`config.mk`:
```
export PLATFORM = sky130hd
export DESIGN_NAME = mt_timer
export DESIGN_NICKNAME = d
export VERILOG_FILES = /design/src/mt_pkg.sv /design/src/mt_timer.sv
export SDC_FILE = /design/constraint.sdc
export NUM_CORES = 1
export LEC_CHECK = 0
export BUFFER_PORTS_ARGS = -buffer_cell sky130_fd_sc_hd__buf_4
export CORE_MARGIN = 2
export CORE_UTILIZATION = 53
export CTS_BUF_LIST = sky130_fd_sc_hd__clkbuf_2
export DETAILED_ROUTE_END_ITERATION = 8
export GPL_TIMING_DRIVEN = 0
export PLACE_DENSITY = 0.88
export SKIP_CTS_REPAIR_TIMING = 1
export SLEW_MARGIN = 20
export SYNTH_ARGS = -nofsm -noshare
export SYNTH_HDL_FRONTEND = slang
export SYNTH_SLANG_ARGS = --single-unit
```
`constraint.sdc`:
```
create_clock -name aclk -period 3.3 [get_ports aclk]
set_input_delay 0.495 -clock aclk [delete_from_list [all_inputs] [get_ports aclk]]
set_output_delay 0.495 -clock aclk [all_outputs]
set_load 0.01 [all_outputs]
```
`src/mt_pkg.sv`:
```
// constants for the modulo timer block
package mt_pkg;
    // register byte offsets
    localparam logic [7:0] OFS_CTRL    = 8'h00;
    localparam logic [7:0] OFS_CLKCFG  = 8'h04;
    localparam logic [7:0] OFS_COUNT   = 8'h08;
    localparam logic [7:0] OFS_LIMIT   = 8'h0C;
    localparam logic [7:0] OFS_IRQSTAT = 8'h10;
    localparam logic [7:0] OFS_IRQMASK = 8'h14;

    // control register fields
    localparam int BIT_OVF   = 7;
    localparam int BIT_OVFIE = 6;
    localparam int BIT_CRST  = 5;
    localparam int BIT_HALT  = 4;

    // clock config fields
    localparam int SRC_LSB = 4;
    localparam int PS_LSB  = 0;

    // reset values
    localparam logic [7:0] RST_COUNT = 8'h00;
    localparam logic [7:0] RST_LIMIT = 8'h00;
    localparam logic [1:0] RST_SRC   = 2'h0;
    localparam logic [3:0] RST_PS    = 4'h0;
    localparam logic       RST_HALT  = 1'b1;

    // largest prescale code, divide by 256
    localparam logic [3:0] PS_MAX = 4'h8;

    // axi responses
    localparam logic [1:0] RESP_OKAY   = 2'h0;
    localparam logic [1:0] RESP_SLVERR = 2'h2;

    // count source encoding
    typedef enum logic [1:0] {
        MT_SRC_BUS   = 2'h0,
        MT_SRC_FIXED = 2'h1,
        MT_SRC_EXT_F = 2'h2,
        MT_SRC_EXT_R = 2'h3
    } mt_src_t;

    // bus clock period in ns
    localparam int CLK_PERIOD_NS = 25;
endpackage : mt_pkg

```
`src/mt_timer.sv`:
```
// modulo timer with axi4-lite register slave
//
// Chosen here: the register offsets and the AXI4-Lite interface to the registers.
`timescale 1ns/1ps
module mt_timer (
    input  wire logic        aclk,                 // bus clock
    input  wire logic        aresetn,              // sync reset, low
    input  wire logic [7:0]  s_axi_awaddr,         // write address
    input  wire logic        s_axi_awvalid,        // write address valid
    output logic             s_axi_awready,        // write address ready
    input  wire logic [31:0] s_axi_wdata,          // write data
    input  wire logic [3:0]  s_axi_wstrb,          // byte enables
    input  wire logic        s_axi_wvalid,         // write data valid
    output logic             s_axi_wready,         // write data ready
    output logic [1:0]       s_axi_bresp,          // write response
    output logic             s_axi_bvalid,         // write response valid
    input  wire logic        s_axi_bready,         // write response ready
    input  wire logic [7:0]  s_axi_araddr,         // read address
    input  wire logic        s_axi_arvalid,        // read address valid
    output logic             s_axi_arready,        // read address ready
    output logic [31:0]      s_axi_rdata,          // read data
    output logic [1:0]       s_axi_rresp,          // read response
    output logic             s_axi_rvalid,         // read data valid
    input  wire logic        s_axi_rready,         // read data ready
    input  wire logic        ext_timer_clock_pin,  // external count clock
    input  wire logic        fixed_freq_clock,     // fixed clock level
    input  wire logic        wait_mode,            // cpu in wait
    input  wire logic        stop_mode,            // any stop mode
    input  wire logic        stop_deep_wake,       // deep stop wake pulse
    input  wire logic        debug_active,         // background debug
    output logic             irq                   // level interrupt
);
    // bus state
    logic        awready_q, wready_q, bvalid_q, arready_q, rvalid_q;
    logic [1:0]  bresp_q, rresp_q;
    logic [31:0] rdata_q;
    // timer state
    logic [7:0]  count_q, limit_q, pre_q, irq_stat_q, irq_mask_q;
    logic [1:0]  count_source_select_q;
    logic [3:0]  prescale_select_q;
    logic        counter_halt_bit_q, overflow_flag_q;
    logic        overflow_irq_enable_q, clr_arm_q, irq_q;
    logic        ext_s1_q, ext_s2_q, ext_s3_q, fix_s_q;
    // decoded strobes
    logic        wr_en, rd_en, wr_ctrl, wr_limit, wr_count, crst;
    logic        timer_rst, run, src_pulse, tick, wrap;
    logic [7:0]  wbyte, div_max, lim_eff;

    // timer state returns to reset on bus reset or deep stop wake
    assign timer_rst = !aresetn || stop_deep_wake;

    // write and read acceptance
    assign wr_en    = awready_q && s_axi_awvalid && s_axi_wvalid;
    assign rd_en    = arready_q && s_axi_arvalid;
    assign wbyte    = s_axi_wstrb[0] ? s_axi_wdata[7:0] : 8'h00;
    assign wr_ctrl  = wr_en && s_axi_wstrb[0]
                      && (s_axi_awaddr == mt_pkg::OFS_CTRL);
    assign wr_limit = wr_en && s_axi_wstrb[0]
                      && (s_axi_awaddr == mt_pkg::OFS_LIMIT);
    assign wr_count = wr_en && s_axi_wstrb[0]
                      && (s_axi_awaddr == mt_pkg::OFS_COUNT);
    assign crst     = wr_ctrl && wbyte[mt_pkg::BIT_CRST];

    // write channel: take address and data together, then respond
    always_ff @(posedge aclk) begin
        if (!aresetn) begin
            awready_q <= 1'b0;
            wready_q  <= 1'b0;
            bvalid_q  <= 1'b0;
            bresp_q   <= mt_pkg::RESP_OKAY;
        end else begin
            awready_q <= 1'b0;
            wready_q  <= 1'b0;
            if (s_axi_awvalid && s_axi_wvalid && !awready_q && !bvalid_q) begin
                awready_q <= 1'b1;
                wready_q  <= 1'b1;
            end
            if (wr_en) begin
                bvalid_q <= 1'b1;
                case (s_axi_awaddr)
                    mt_pkg::OFS_CTRL, mt_pkg::OFS_CLKCFG, mt_pkg::OFS_COUNT,
                    mt_pkg::OFS_LIMIT, mt_pkg::OFS_IRQSTAT,
                    mt_pkg::OFS_IRQMASK: bresp_q <= mt_pkg::RESP_OKAY;
                    default:             bresp_q <= mt_pkg::RESP_SLVERR;
                endcase
            end else if (bvalid_q && s_axi_bready) begin
                bvalid_q <= 1'b0;
            end
        end
    end

    // read channel: one-cycle ready pulse, data the cycle after
    always_ff @(posedge aclk) begin
        if (!aresetn) begin
            arready_q <= 1'b0;
            rvalid_q  <= 1'b0;
            rdata_q   <= 32'h0000_0000;
            rresp_q   <= mt_pkg::RESP_OKAY;
        end else begin
            arready_q <= s_axi_arvalid && !arready_q && !rvalid_q;
            if (rd_en) begin
                rvalid_q <= 1'b1;
                rresp_q  <= mt_pkg::RESP_OKAY;
                rdata_q  <= 32'h0000_0000;
                case (s_axi_araddr)
                    mt_pkg::OFS_CTRL: begin
                        // counter-reset bit always reads zero
                        rdata_q[7:0] <= {overflow_flag_q,
                                         overflow_irq_enable_q, 1'b0,
                                         counter_halt_bit_q, 4'h0};
                    end
                    mt_pkg::OFS_CLKCFG: begin
                        rdata_q[7:0] <= {2'h0, count_source_select_q,
                                         prescale_select_q};
                    end
                    mt_pkg::OFS_COUNT:   rdata_q[7:0] <= count_q;
                    mt_pkg::OFS_LIMIT:   rdata_q[7:0] <= limit_q;
                    mt_pkg::OFS_IRQSTAT: rdata_q[7:0] <= irq_stat_q;
                    mt_pkg::OFS_IRQMASK: rdata_q[7:0] <= irq_mask_q;
                    default:             rresp_q <= mt_pkg::RESP_SLVERR;
                endcase
            end else if (rvalid_q && s_axi_rready) begin
                rvalid_q <= 1'b0;
            end
        end
    end

    // control and configuration registers
    always_ff @(posedge aclk) begin
        if (timer_rst) begin
            counter_halt_bit_q    <= mt_pkg::RST_HALT;
            overflow_irq_enable_q <= 1'b0;
            count_source_select_q <= mt_pkg::RST_SRC;
            prescale_select_q     <= mt_pkg::RST_PS;
            limit_q               <= mt_pkg::RST_LIMIT;
            irq_mask_q            <= 8'h00;
        end else begin
            if (wr_ctrl) begin
                counter_halt_bit_q    <= wbyte[mt_pkg::BIT_HALT];
                overflow_irq_enable_q <= wbyte[mt_pkg::BIT_OVFIE];
            end
            if (wr_en && s_axi_wstrb[0]
                && s_axi_awaddr == mt_pkg::OFS_CLKCFG) begin
                count_source_select_q <= wbyte[mt_pkg::SRC_LSB +: 2];
                prescale_select_q     <= wbyte[mt_pkg::PS_LSB +: 4];
            end
            if (wr_limit) begin
                limit_q <= wbyte;
            end
            if (wr_en && s_axi_wstrb[0]
                && s_axi_awaddr == mt_pkg::OFS_IRQMASK) begin
                irq_mask_q <= {7'h00, wbyte[0]};
            end
        end
    end

    // external pin synchroniser and fixed clock sample
    always_ff @(posedge aclk) begin
        if (!aresetn) begin
            ext_s1_q <= 1'b0;
            ext_s2_q <= 1'b0;
            ext_s3_q <= 1'b0;
            fix_s_q  <= 1'b0;
        end else begin
            ext_s1_q <= ext_timer_clock_pin;
            ext_s2_q <= ext_s1_q;
            ext_s3_q <= ext_s2_q;
            fix_s_q  <= fixed_freq_clock;
        end
    end

    // source edge select; pin edges assume pin at most half rate
    always_comb begin
        case (mt_pkg::mt_src_t'(count_source_select_q))
            mt_pkg::MT_SRC_BUS:   src_pulse = 1'b1;
            mt_pkg::MT_SRC_FIXED: src_pulse = fixed_freq_clock && !fix_s_q;
            mt_pkg::MT_SRC_EXT_F: src_pulse = !ext_s2_q && ext_s3_q;
            mt_pkg::MT_SRC_EXT_R: src_pulse = ext_s2_q && !ext_s3_q;
            default:              src_pulse = 1'b0;
        endcase
    end

    // run gate: wait mode keeps running, stop and debug hold
    assign run = !counter_halt_bit_q && !stop_mode
                 && !debug_active;

    // prescale terminal count, codes above eight divide by 256
    always_comb begin
        if (prescale_select_q >= mt_pkg::PS_MAX) begin
            div_max = 8'hFF;
        end else begin
            div_max = 8'((9'h001 << prescale_select_q) - 9'h001);
        end
    end

    assign tick    = run && src_pulse && (pre_q == div_max);
    assign lim_eff = (limit_q == 8'h00) ? 8'hFF : limit_q;
    assign wrap    = tick && (count_q == lim_eff);

    // prescaler, restarted with the counter except on a count write
    always_ff @(posedge aclk) begin
        if (timer_rst || crst || wr_limit) begin
            pre_q <= 8'h00;
        end else if (run && src_pulse) begin
            pre_q <= (pre_q == div_max) ? 8'h00 : pre_q + 8'h01;
        end
    end

    // main counter; stop-mode exit by interrupt keeps the value
    always_ff @(posedge aclk) begin
        if (timer_rst) begin
            count_q <= mt_pkg::RST_COUNT;
        end else if (crst || wr_limit || wr_count) begin
            count_q <= 8'h00;
        end else if (wrap) begin
            count_q <= 8'h00;
        end else if (tick) begin
            count_q <= count_q + 8'h01;
        end
    end

    // overflow flag with read-then-write-zero clearing, set wins
    always_ff @(posedge aclk) begin
        if (timer_rst) begin
            overflow_flag_q <= 1'b0;
            clr_arm_q       <= 1'b0;
        end else begin
            if (rd_en && s_axi_araddr == mt_pkg::OFS_CTRL
                && overflow_flag_q) begin
                clr_arm_q <= 1'b1;
            end else if (wr_ctrl) begin
                clr_arm_q <= 1'b0;
            end
            if (wrap) begin
                overflow_flag_q <= 1'b1;
            end else if (crst || wr_limit
                         || (wr_ctrl && clr_arm_q
                             && !wbyte[mt_pkg::BIT_OVF])) begin
                overflow_flag_q <= 1'b0;
            end
        end
    end

    // sticky event status, cleared by reading it, set wins
    always_ff @(posedge aclk) begin
        if (timer_rst) begin
            irq_stat_q <= 8'h00;
        end else if (wrap) begin
            irq_stat_q <= 8'h01;
        end else if (rd_en && s_axi_araddr == mt_pkg::OFS_IRQSTAT) begin
            irq_stat_q <= 8'h00;
        end
    end

    // registered interrupt, also a wait-mode wakeup
    always_ff @(posedge aclk) begin
        if (timer_rst) begin
            irq_q <= 1'b0;
        end else begin
            irq_q <= (overflow_flag_q && overflow_irq_enable_q)
                     || |(irq_stat_q & irq_mask_q);
        end
    end

    assign s_axi_awready = awready_q;
    assign s_axi_wready  = wready_q;
    assign s_axi_bvalid  = bvalid_q;
    assign s_axi_bresp   = bresp_q;
    assign s_axi_arready = arready_q;
    assign s_axi_rvalid  = rvalid_q;
    assign s_axi_rresp   = rresp_q;
    assign s_axi_rdata   = rdata_q;
    assign irq           = irq_q;
endmodule : mt_timer

```
After elaboration in Yosys (flattened, before gate mapping)

Index checks and enable logic that the tools add are counted.
Widths: inputs -> output; s select.

Logic and storage cells: 126
Bits of input ports: 65
Memories kept: 0
Memory bits (writable): 0
Bits in latches: 0
Output and inout port bits: 42
Bits in read-only memories: 0
Bits in registers: 57

Reduce and logical (&&, ||, !) cells: 63
Multiply operators: 0
Muxes and demuxes: 19
Shift operators: 1
Bitwise logic cells: 1
Add/subtract/negate cells: 3
Order comparisons: 1
Divide/modulo/power cells: 0
Eq/ne operators: 15

Operators by type and width:

| operator            | number |
|---|---|
| $pmux 8 s6          | 1 |
| $eq 8x4->1 const B  | 4 |
| $eq 8x5->1 const B  | 4 |
| $mux 8              | 4 |
| $logic_and 1x1->1   | 31 |
| $logic_not 8->1     | 3 |
| $add 8x1->8 const B | 2 |
| $eq 8x3->1 const B  | 2 |
| $eq 8x8->1          | 2 |
| $logic_not 1->1     | 12 |
| $reduce_or 6->1     | 2 |
| $mux 1              | 11 |
| $reduce_bool 2->1   | 5 |
| $reduce_or 8->1     | 1 |
| $shl 1x4->8 const A | 1 |
| $sub 8x1->8 const B | 1 |
| $logic_or 1x1->1    | 7 |
| $eq 2x2->1 const B  | 2 |
| $ge 4x4->1 const B  | 1 |
| $mux 2              | 2 |
| $pmux 1 s4          | 1 |
| $reduce_or 3->1     | 1 |
| $eq 2x1->1 const B  | 1 |
| $logic_not 2->1     | 1 |
| $and 1x1->1         | 1 |

Logic depth before layout (Yosys ltp)

Depth after elaboration: 9
Depth in mapped cells: 12
Mapped depth without buffers: 9

Least setup slack after synthesis

Ideal clock, no wire load.

Kind: reg2reg
Start: reg prescale_select_q[0]
End: reg irq_stat_q[0]
Cell stages (with the launch flop): 11
Buffers on the path: 2
Setup slack: 0.268 ns
Data required time: 3.232 ns
Library setup time: 0.068 ns
Period minus slack after synthesis: 3.032 ns
Arrival time: 2.964 ns
Cell sequence: dfxtp_1 -> buf_2 -> or4_4 -> ha_1 -> nand2b_1 -> a21oi_1 -> or4b_4 -> and4_4 -> buf_6 -> or4_4 -> a21oi_2

Word-level cells in the longest chain between the ends: 7
Elaborated cells between the ends (all ways): 9
Classes of those cells: add/sub: 1; order compare: 1; eq/ne: 1; shift: 1; mux: 2; reduce/logical: 3

RTL lines:

| what                                        | line            | source |
|---|---|---|
| start: declaration                          | mt_timer.sv:40  | `logic [3:0] prescale_select_q;` |
| start signal: assignment                    | mt_timer.sv:134 | `prescale_select_q <= mt_pkg::RST_PS;` |
| start signal: assignment                    | mt_timer.sv:145 | `prescale_select_q <= wbyte[mt_pkg::PS_LSB +: 4];` |
| $shl 1x4->8                                 | mt_timer.sv:192 | `div_max = 8'((9'h001 << prescale_select_q) - 9'h001);` |
| $sub 8x1->8                                 | mt_timer.sv:192 |  |
| $mux 8 *                                    | mt_timer.sv:189 | `if (prescale_select_q >= mt_pkg::PS_MAX) begin` |
| $eq 8x8->1 *                                | mt_timer.sv:196 | `assign tick = run && src_pulse && (pre_q == div_max);` |
| $logic_and 1x1->1 *                         | mt_timer.sv:196 |  |
| $logic_and 1x1->1 *                         | mt_timer.sv:198 | `assign wrap = tick && (count_q == lim_eff);` |
| $mux 1 or $reduce_bool 2->1 (tied branches) | --              |  |
| end signal: assignment                      | mt_timer.sv:247 | `irq_stat_q <= 8'h00;` |
| end signal: assignment                      | mt_timer.sv:249 | `irq_stat_q <= 8'h01;` |
| end signal: assignment                      | mt_timer.sv:251 | `irq_stat_q <= 8'h00;` |
| end: declaration                            | mt_timer.sv:38  | `logic [7:0] count_q, limit_q, pre_q, irq_stat_q, irq_mask_q;` |

Every way passes the cells marked *; elsewhere a longest branch is shown, timed or not.
A chain may end at the register's enable or synchronous reset.

Worst setup path in the final report

Start: reg prescale_select_q[2]
End: reg overflow_flag_q

Word-level cells in the longest chain between the ends: 7
Elaborated cells between the ends (all ways): 9
Classes of those cells: add/sub: 1; order compare: 1; eq/ne: 1; shift: 1; mux: 2; reduce/logical: 3

RTL lines:

| what                                        | line            | source |
|---|---|---|
| $shl 1x4->8                                 | mt_timer.sv:192 |  |
| $sub 8x1->8                                 | mt_timer.sv:192 |  |
| $mux 8 *                                    | mt_timer.sv:189 |  |
| $eq 8x8->1 *                                | mt_timer.sv:196 |  |
| $logic_and 1x1->1 *                         | mt_timer.sv:196 |  |
| $logic_and 1x1->1 *                         | mt_timer.sv:198 |  |
| $mux 1 or $reduce_bool 2->1 (tied branches) | --              |  |
| end signal: assignment                      | mt_timer.sv:225 | `overflow_flag_q <= 1'b0;` |
| end signal: assignment                      | mt_timer.sv:235 | `overflow_flag_q <= 1'b1;` |
| end signal: assignment                      | mt_timer.sv:239 | `overflow_flag_q <= 1'b0;` |
| end: declaration                            | mt_timer.sv:41  | `logic counter_halt_bit_q, overflow_flag_q;` |

Marked as above.

==> run metrics <==
Rows=28; DR DRC count=0; Area Overhead vs Synth=19.59%; gr usage total=a little under a quarter; nets=~530; Crit-path slowest cell=or4_4; global routing usage on met3=4.130%; VDD IR-drop max=around 0.00026 V; post-synthesis register bit count=55; Vias per Instance=approximately 5.6; Remaining Overflow, GRT=0; largest net degree at the start of global routing=18; initial antenna violation count=0; crit path launch type=register; async set-reset flop share out of synthesis=0%; Die Height=between 80 and 90 um; Setup violations, final=0; Fin. Hold Viols=0; grt met2 use=between 40% and 50%; Post-synth EDFFs=0; CTS sink count=between 50 and 60; routed wire length=7.643 mm; CP arrival=~3.6 ns; RSZ-0062 raised after global routing=no; DIE AREA=0.006791 mm^2; predominant post-synthesis flop cell=dfxtp_1; number of synthesis warnings=0; Max H-tree Level=2; Max Slew Vio Count=0; layout cells sized above 1=between 20% and 30%; Pwr Density=278.7 mW/mm^2; Ports=approximately 110; Initial DRT Pass Iterations=5; Period Utilization, post-route=approximately 95%; Tightest Pin Transition=roughly 0.84 ns; # diodes=0; core area=approximately 0.006 mm^2; LEAKAGE=1.631 nW; post-layout util=65.81%; clk_lat worst skew=just under 0.5 ns; RePlAce Congestion=0.8243; CP required=roughly 3.8 ns; Seq/Total Area, Yosys=33.79%; Period minus WS final=3.146 ns; clock tree buffer depth=2; Initial Util=between 50 and 60%; Slew headroom=between 40% and 50%; max_cap viols=0; post-synthesis instance total=approximately 380; Via Count=2989; top cell family by delay on the critical path=simple AND/OR/NAND/NOR gates; Hold Crit Class=in2reg; worst-path fanout max=10; wire per inst=14.26 um; outcome=finished clean; GR Layer Usage met1=28.02%; Critical path buffers and inverters=3; Reg clk slew, reported paths=roughly 0.30 ns; Num CTS Buffers=5; FMAX=~0.32 GHz; # fillers=slightly below 500; GR peak layer=met2; first-pass GRT wire length=around 12 mm; Hold Crit Start=ext_timer_clock_pin; total power=~1.1 mW; Worst path max stage delay=roughly 0.54 ns; Die Width=82.41 um; crit-path cells=buf_6 > or4_4 > ha_4 > buf_2 > xor2_1 > or4b_4 > and4_4 > buf_6 > or4_4 > a21oi_2; TNS Setup=0 ns; crit path from=prescale_select_q[2]; area of the mapped netlist=around 0.0033 mm^2; Yosys cell types=65; dpl hpwl=~5.9 mm; PortBufs=51; root buffer cell=clkbuf_2; synthesized area per cell=~8.6 um^2; Crit Path Class=reg2reg; clk_skew=~0.018 ns; CP endpoint kind=register; 1st-iter DRT viols=243; vias in the first global route=~2700; CTS tree=done; Antenna Nets Post-Route=0; Reg2Reg Launch Point=prescale_select_q[2]
-- flip-flops by register name, indices dropped and copies added (netlist names) --
register	flops
s_axi_rvalid	1
s_axi_arready	1
overflow_flag_q	1
irq	1
overflow_irq_enable_q	1
s_axi_rresp	1
ext_s1_q	1
irq_stat_q	1
ext_s2_q	1
s_axi_wready	1
irq_mask_q	1
s_axi_bresp	1
limit_q	8
count_q	8
s_axi_bvalid	1
counter_halt_bit_q	1
pre_q	8
s_axi_rdata	8
count_source_select_q	2
clr_arm_q	1
prescale_select_q	4
fix_s_q	1
ext_s3_q	1
-- Yosys cell counts (all sizes together) (5+ instances only) --
cell	instances	area [um^2]
nand2b	7	43.79
mux2	8	90.09
buf	33	250.2
o21ai	16	80.08
nor3	10	50.05
and2	14	87.58
nor2	30	112.6
clkbuf	13	48.80
mux2i	17	170.2
nand4	10	62.56
a22oi	7	52.55
nand2	35	131.4
or3	5	31.28
xor2	7	61.31
nor4	5	37.53
xnor2	6	52.55
dfxtp	55	1101
nand3	11	55.05
a2111oi	5	43.79
inv	7	26.28
o2bb2ai	6	52.55
a21oi	14	77.58
-- layout by cell type (no fill, tap or decap), types with 5 or more instances in the layout --
cell / synthesis / layout
clkbuf_2: 0 / 5
nor2_1: 30 / 30
buf_4: 27 / 78
a2111oi_0: 5 / 5
a22oi_1: 7 / 7
clkbuf_1: 13 / 13
o21ai_0: 14 / 14
nand3_1: 11 / 11
or3_1: 5 / 5
nand2_1: 35 / 35
conb_1: 1 / 26
inv_1: 7 / 7
nand2b_1: 7 / 7
mux2i_1: 17 / 17
o2bb2ai_1: 6 / 6
a21oi_1: 12 / 11
xor2_1: 7 / 7
mux2_2: 8 / 8
xnor2_1: 6 / 6
and2_1: 14 / 14
dfxtp_1: 55 / 53
nand4_1: 10 / 10
nor3_1: 10 / 10
-- per-stage QoR --
step	cell area, um^2	instances	hold WS [ns]	worst slack [ns]
floorplan	3352	404	0.4119	0.2679
global placement	3829	530	0.4148	0.1139
detailed placement	3829	530	0.4354	0.05410
CTS	3871	537	0.1987	0.02628
global route	3896	536	0.1844	0.05485
finish	3896	536	0.1817	0.1543
-- where the power goes --
group | total (mW) | switching, mW | leakage, nW | internal [mW]
Sequential | 0.675 | 0.00325 | 0.446 | 0.672
Clock | 0.289 | 0.236 | 0.0294 | 0.0531
Combinational | 0.122 | 0.0572 | 1.16 | 0.0644
-- area by class of cell --
class                   count  area (um^2)  area share (%)
repair buffers             51        382.9           9.827
clock inverters             2        17.52          0.4496
clock buffers               5        25.02          0.6423
multi-input cells         296         1951           50.06
inverters                   7        26.28          0.6744
well taps                  75        93.84           2.408
plain buffers              45        294.0           7.547
flip-flops and latches     55         1106           28.39
-- path summary, 6_finish.rpt --
path / endpoint / slack [ns] / cells past startpoint
min: ext_s1_q / 0.18 / 2
max: overflow_flag_q / 0.15 / 10
min reg2reg: ext_s2_q / 0.49 / 1
max reg2reg: overflow_flag_q / 0.15 / 10
-- routing by layer --
layer,up-vias,routed length (um)
li1,1478,-
met1,1400,3200
met2,102,3950
met3,9,420
met4,0,72
met5,-,0
-- logic make-up after synthesis --
| family | Yosys count | synth area share [%] |
|---|---|---|
| adder cells (fa/ha/maj) | 3 | 1.152 |
| buffers and inverters | 53 | 9.985 |
| AO/OA/AOI/OAI | 71 | 15.44 |
| flip-flops | 55 | 33.79 |
| multiplexers | 25 | 7.988 |
| AND/OR/NAND/NOR | 157 | 27.34 |
| XOR/XNOR | 14 | 4.186 |
| other | 1 | 0.1151 |
(Power assumes the default switching activity.)
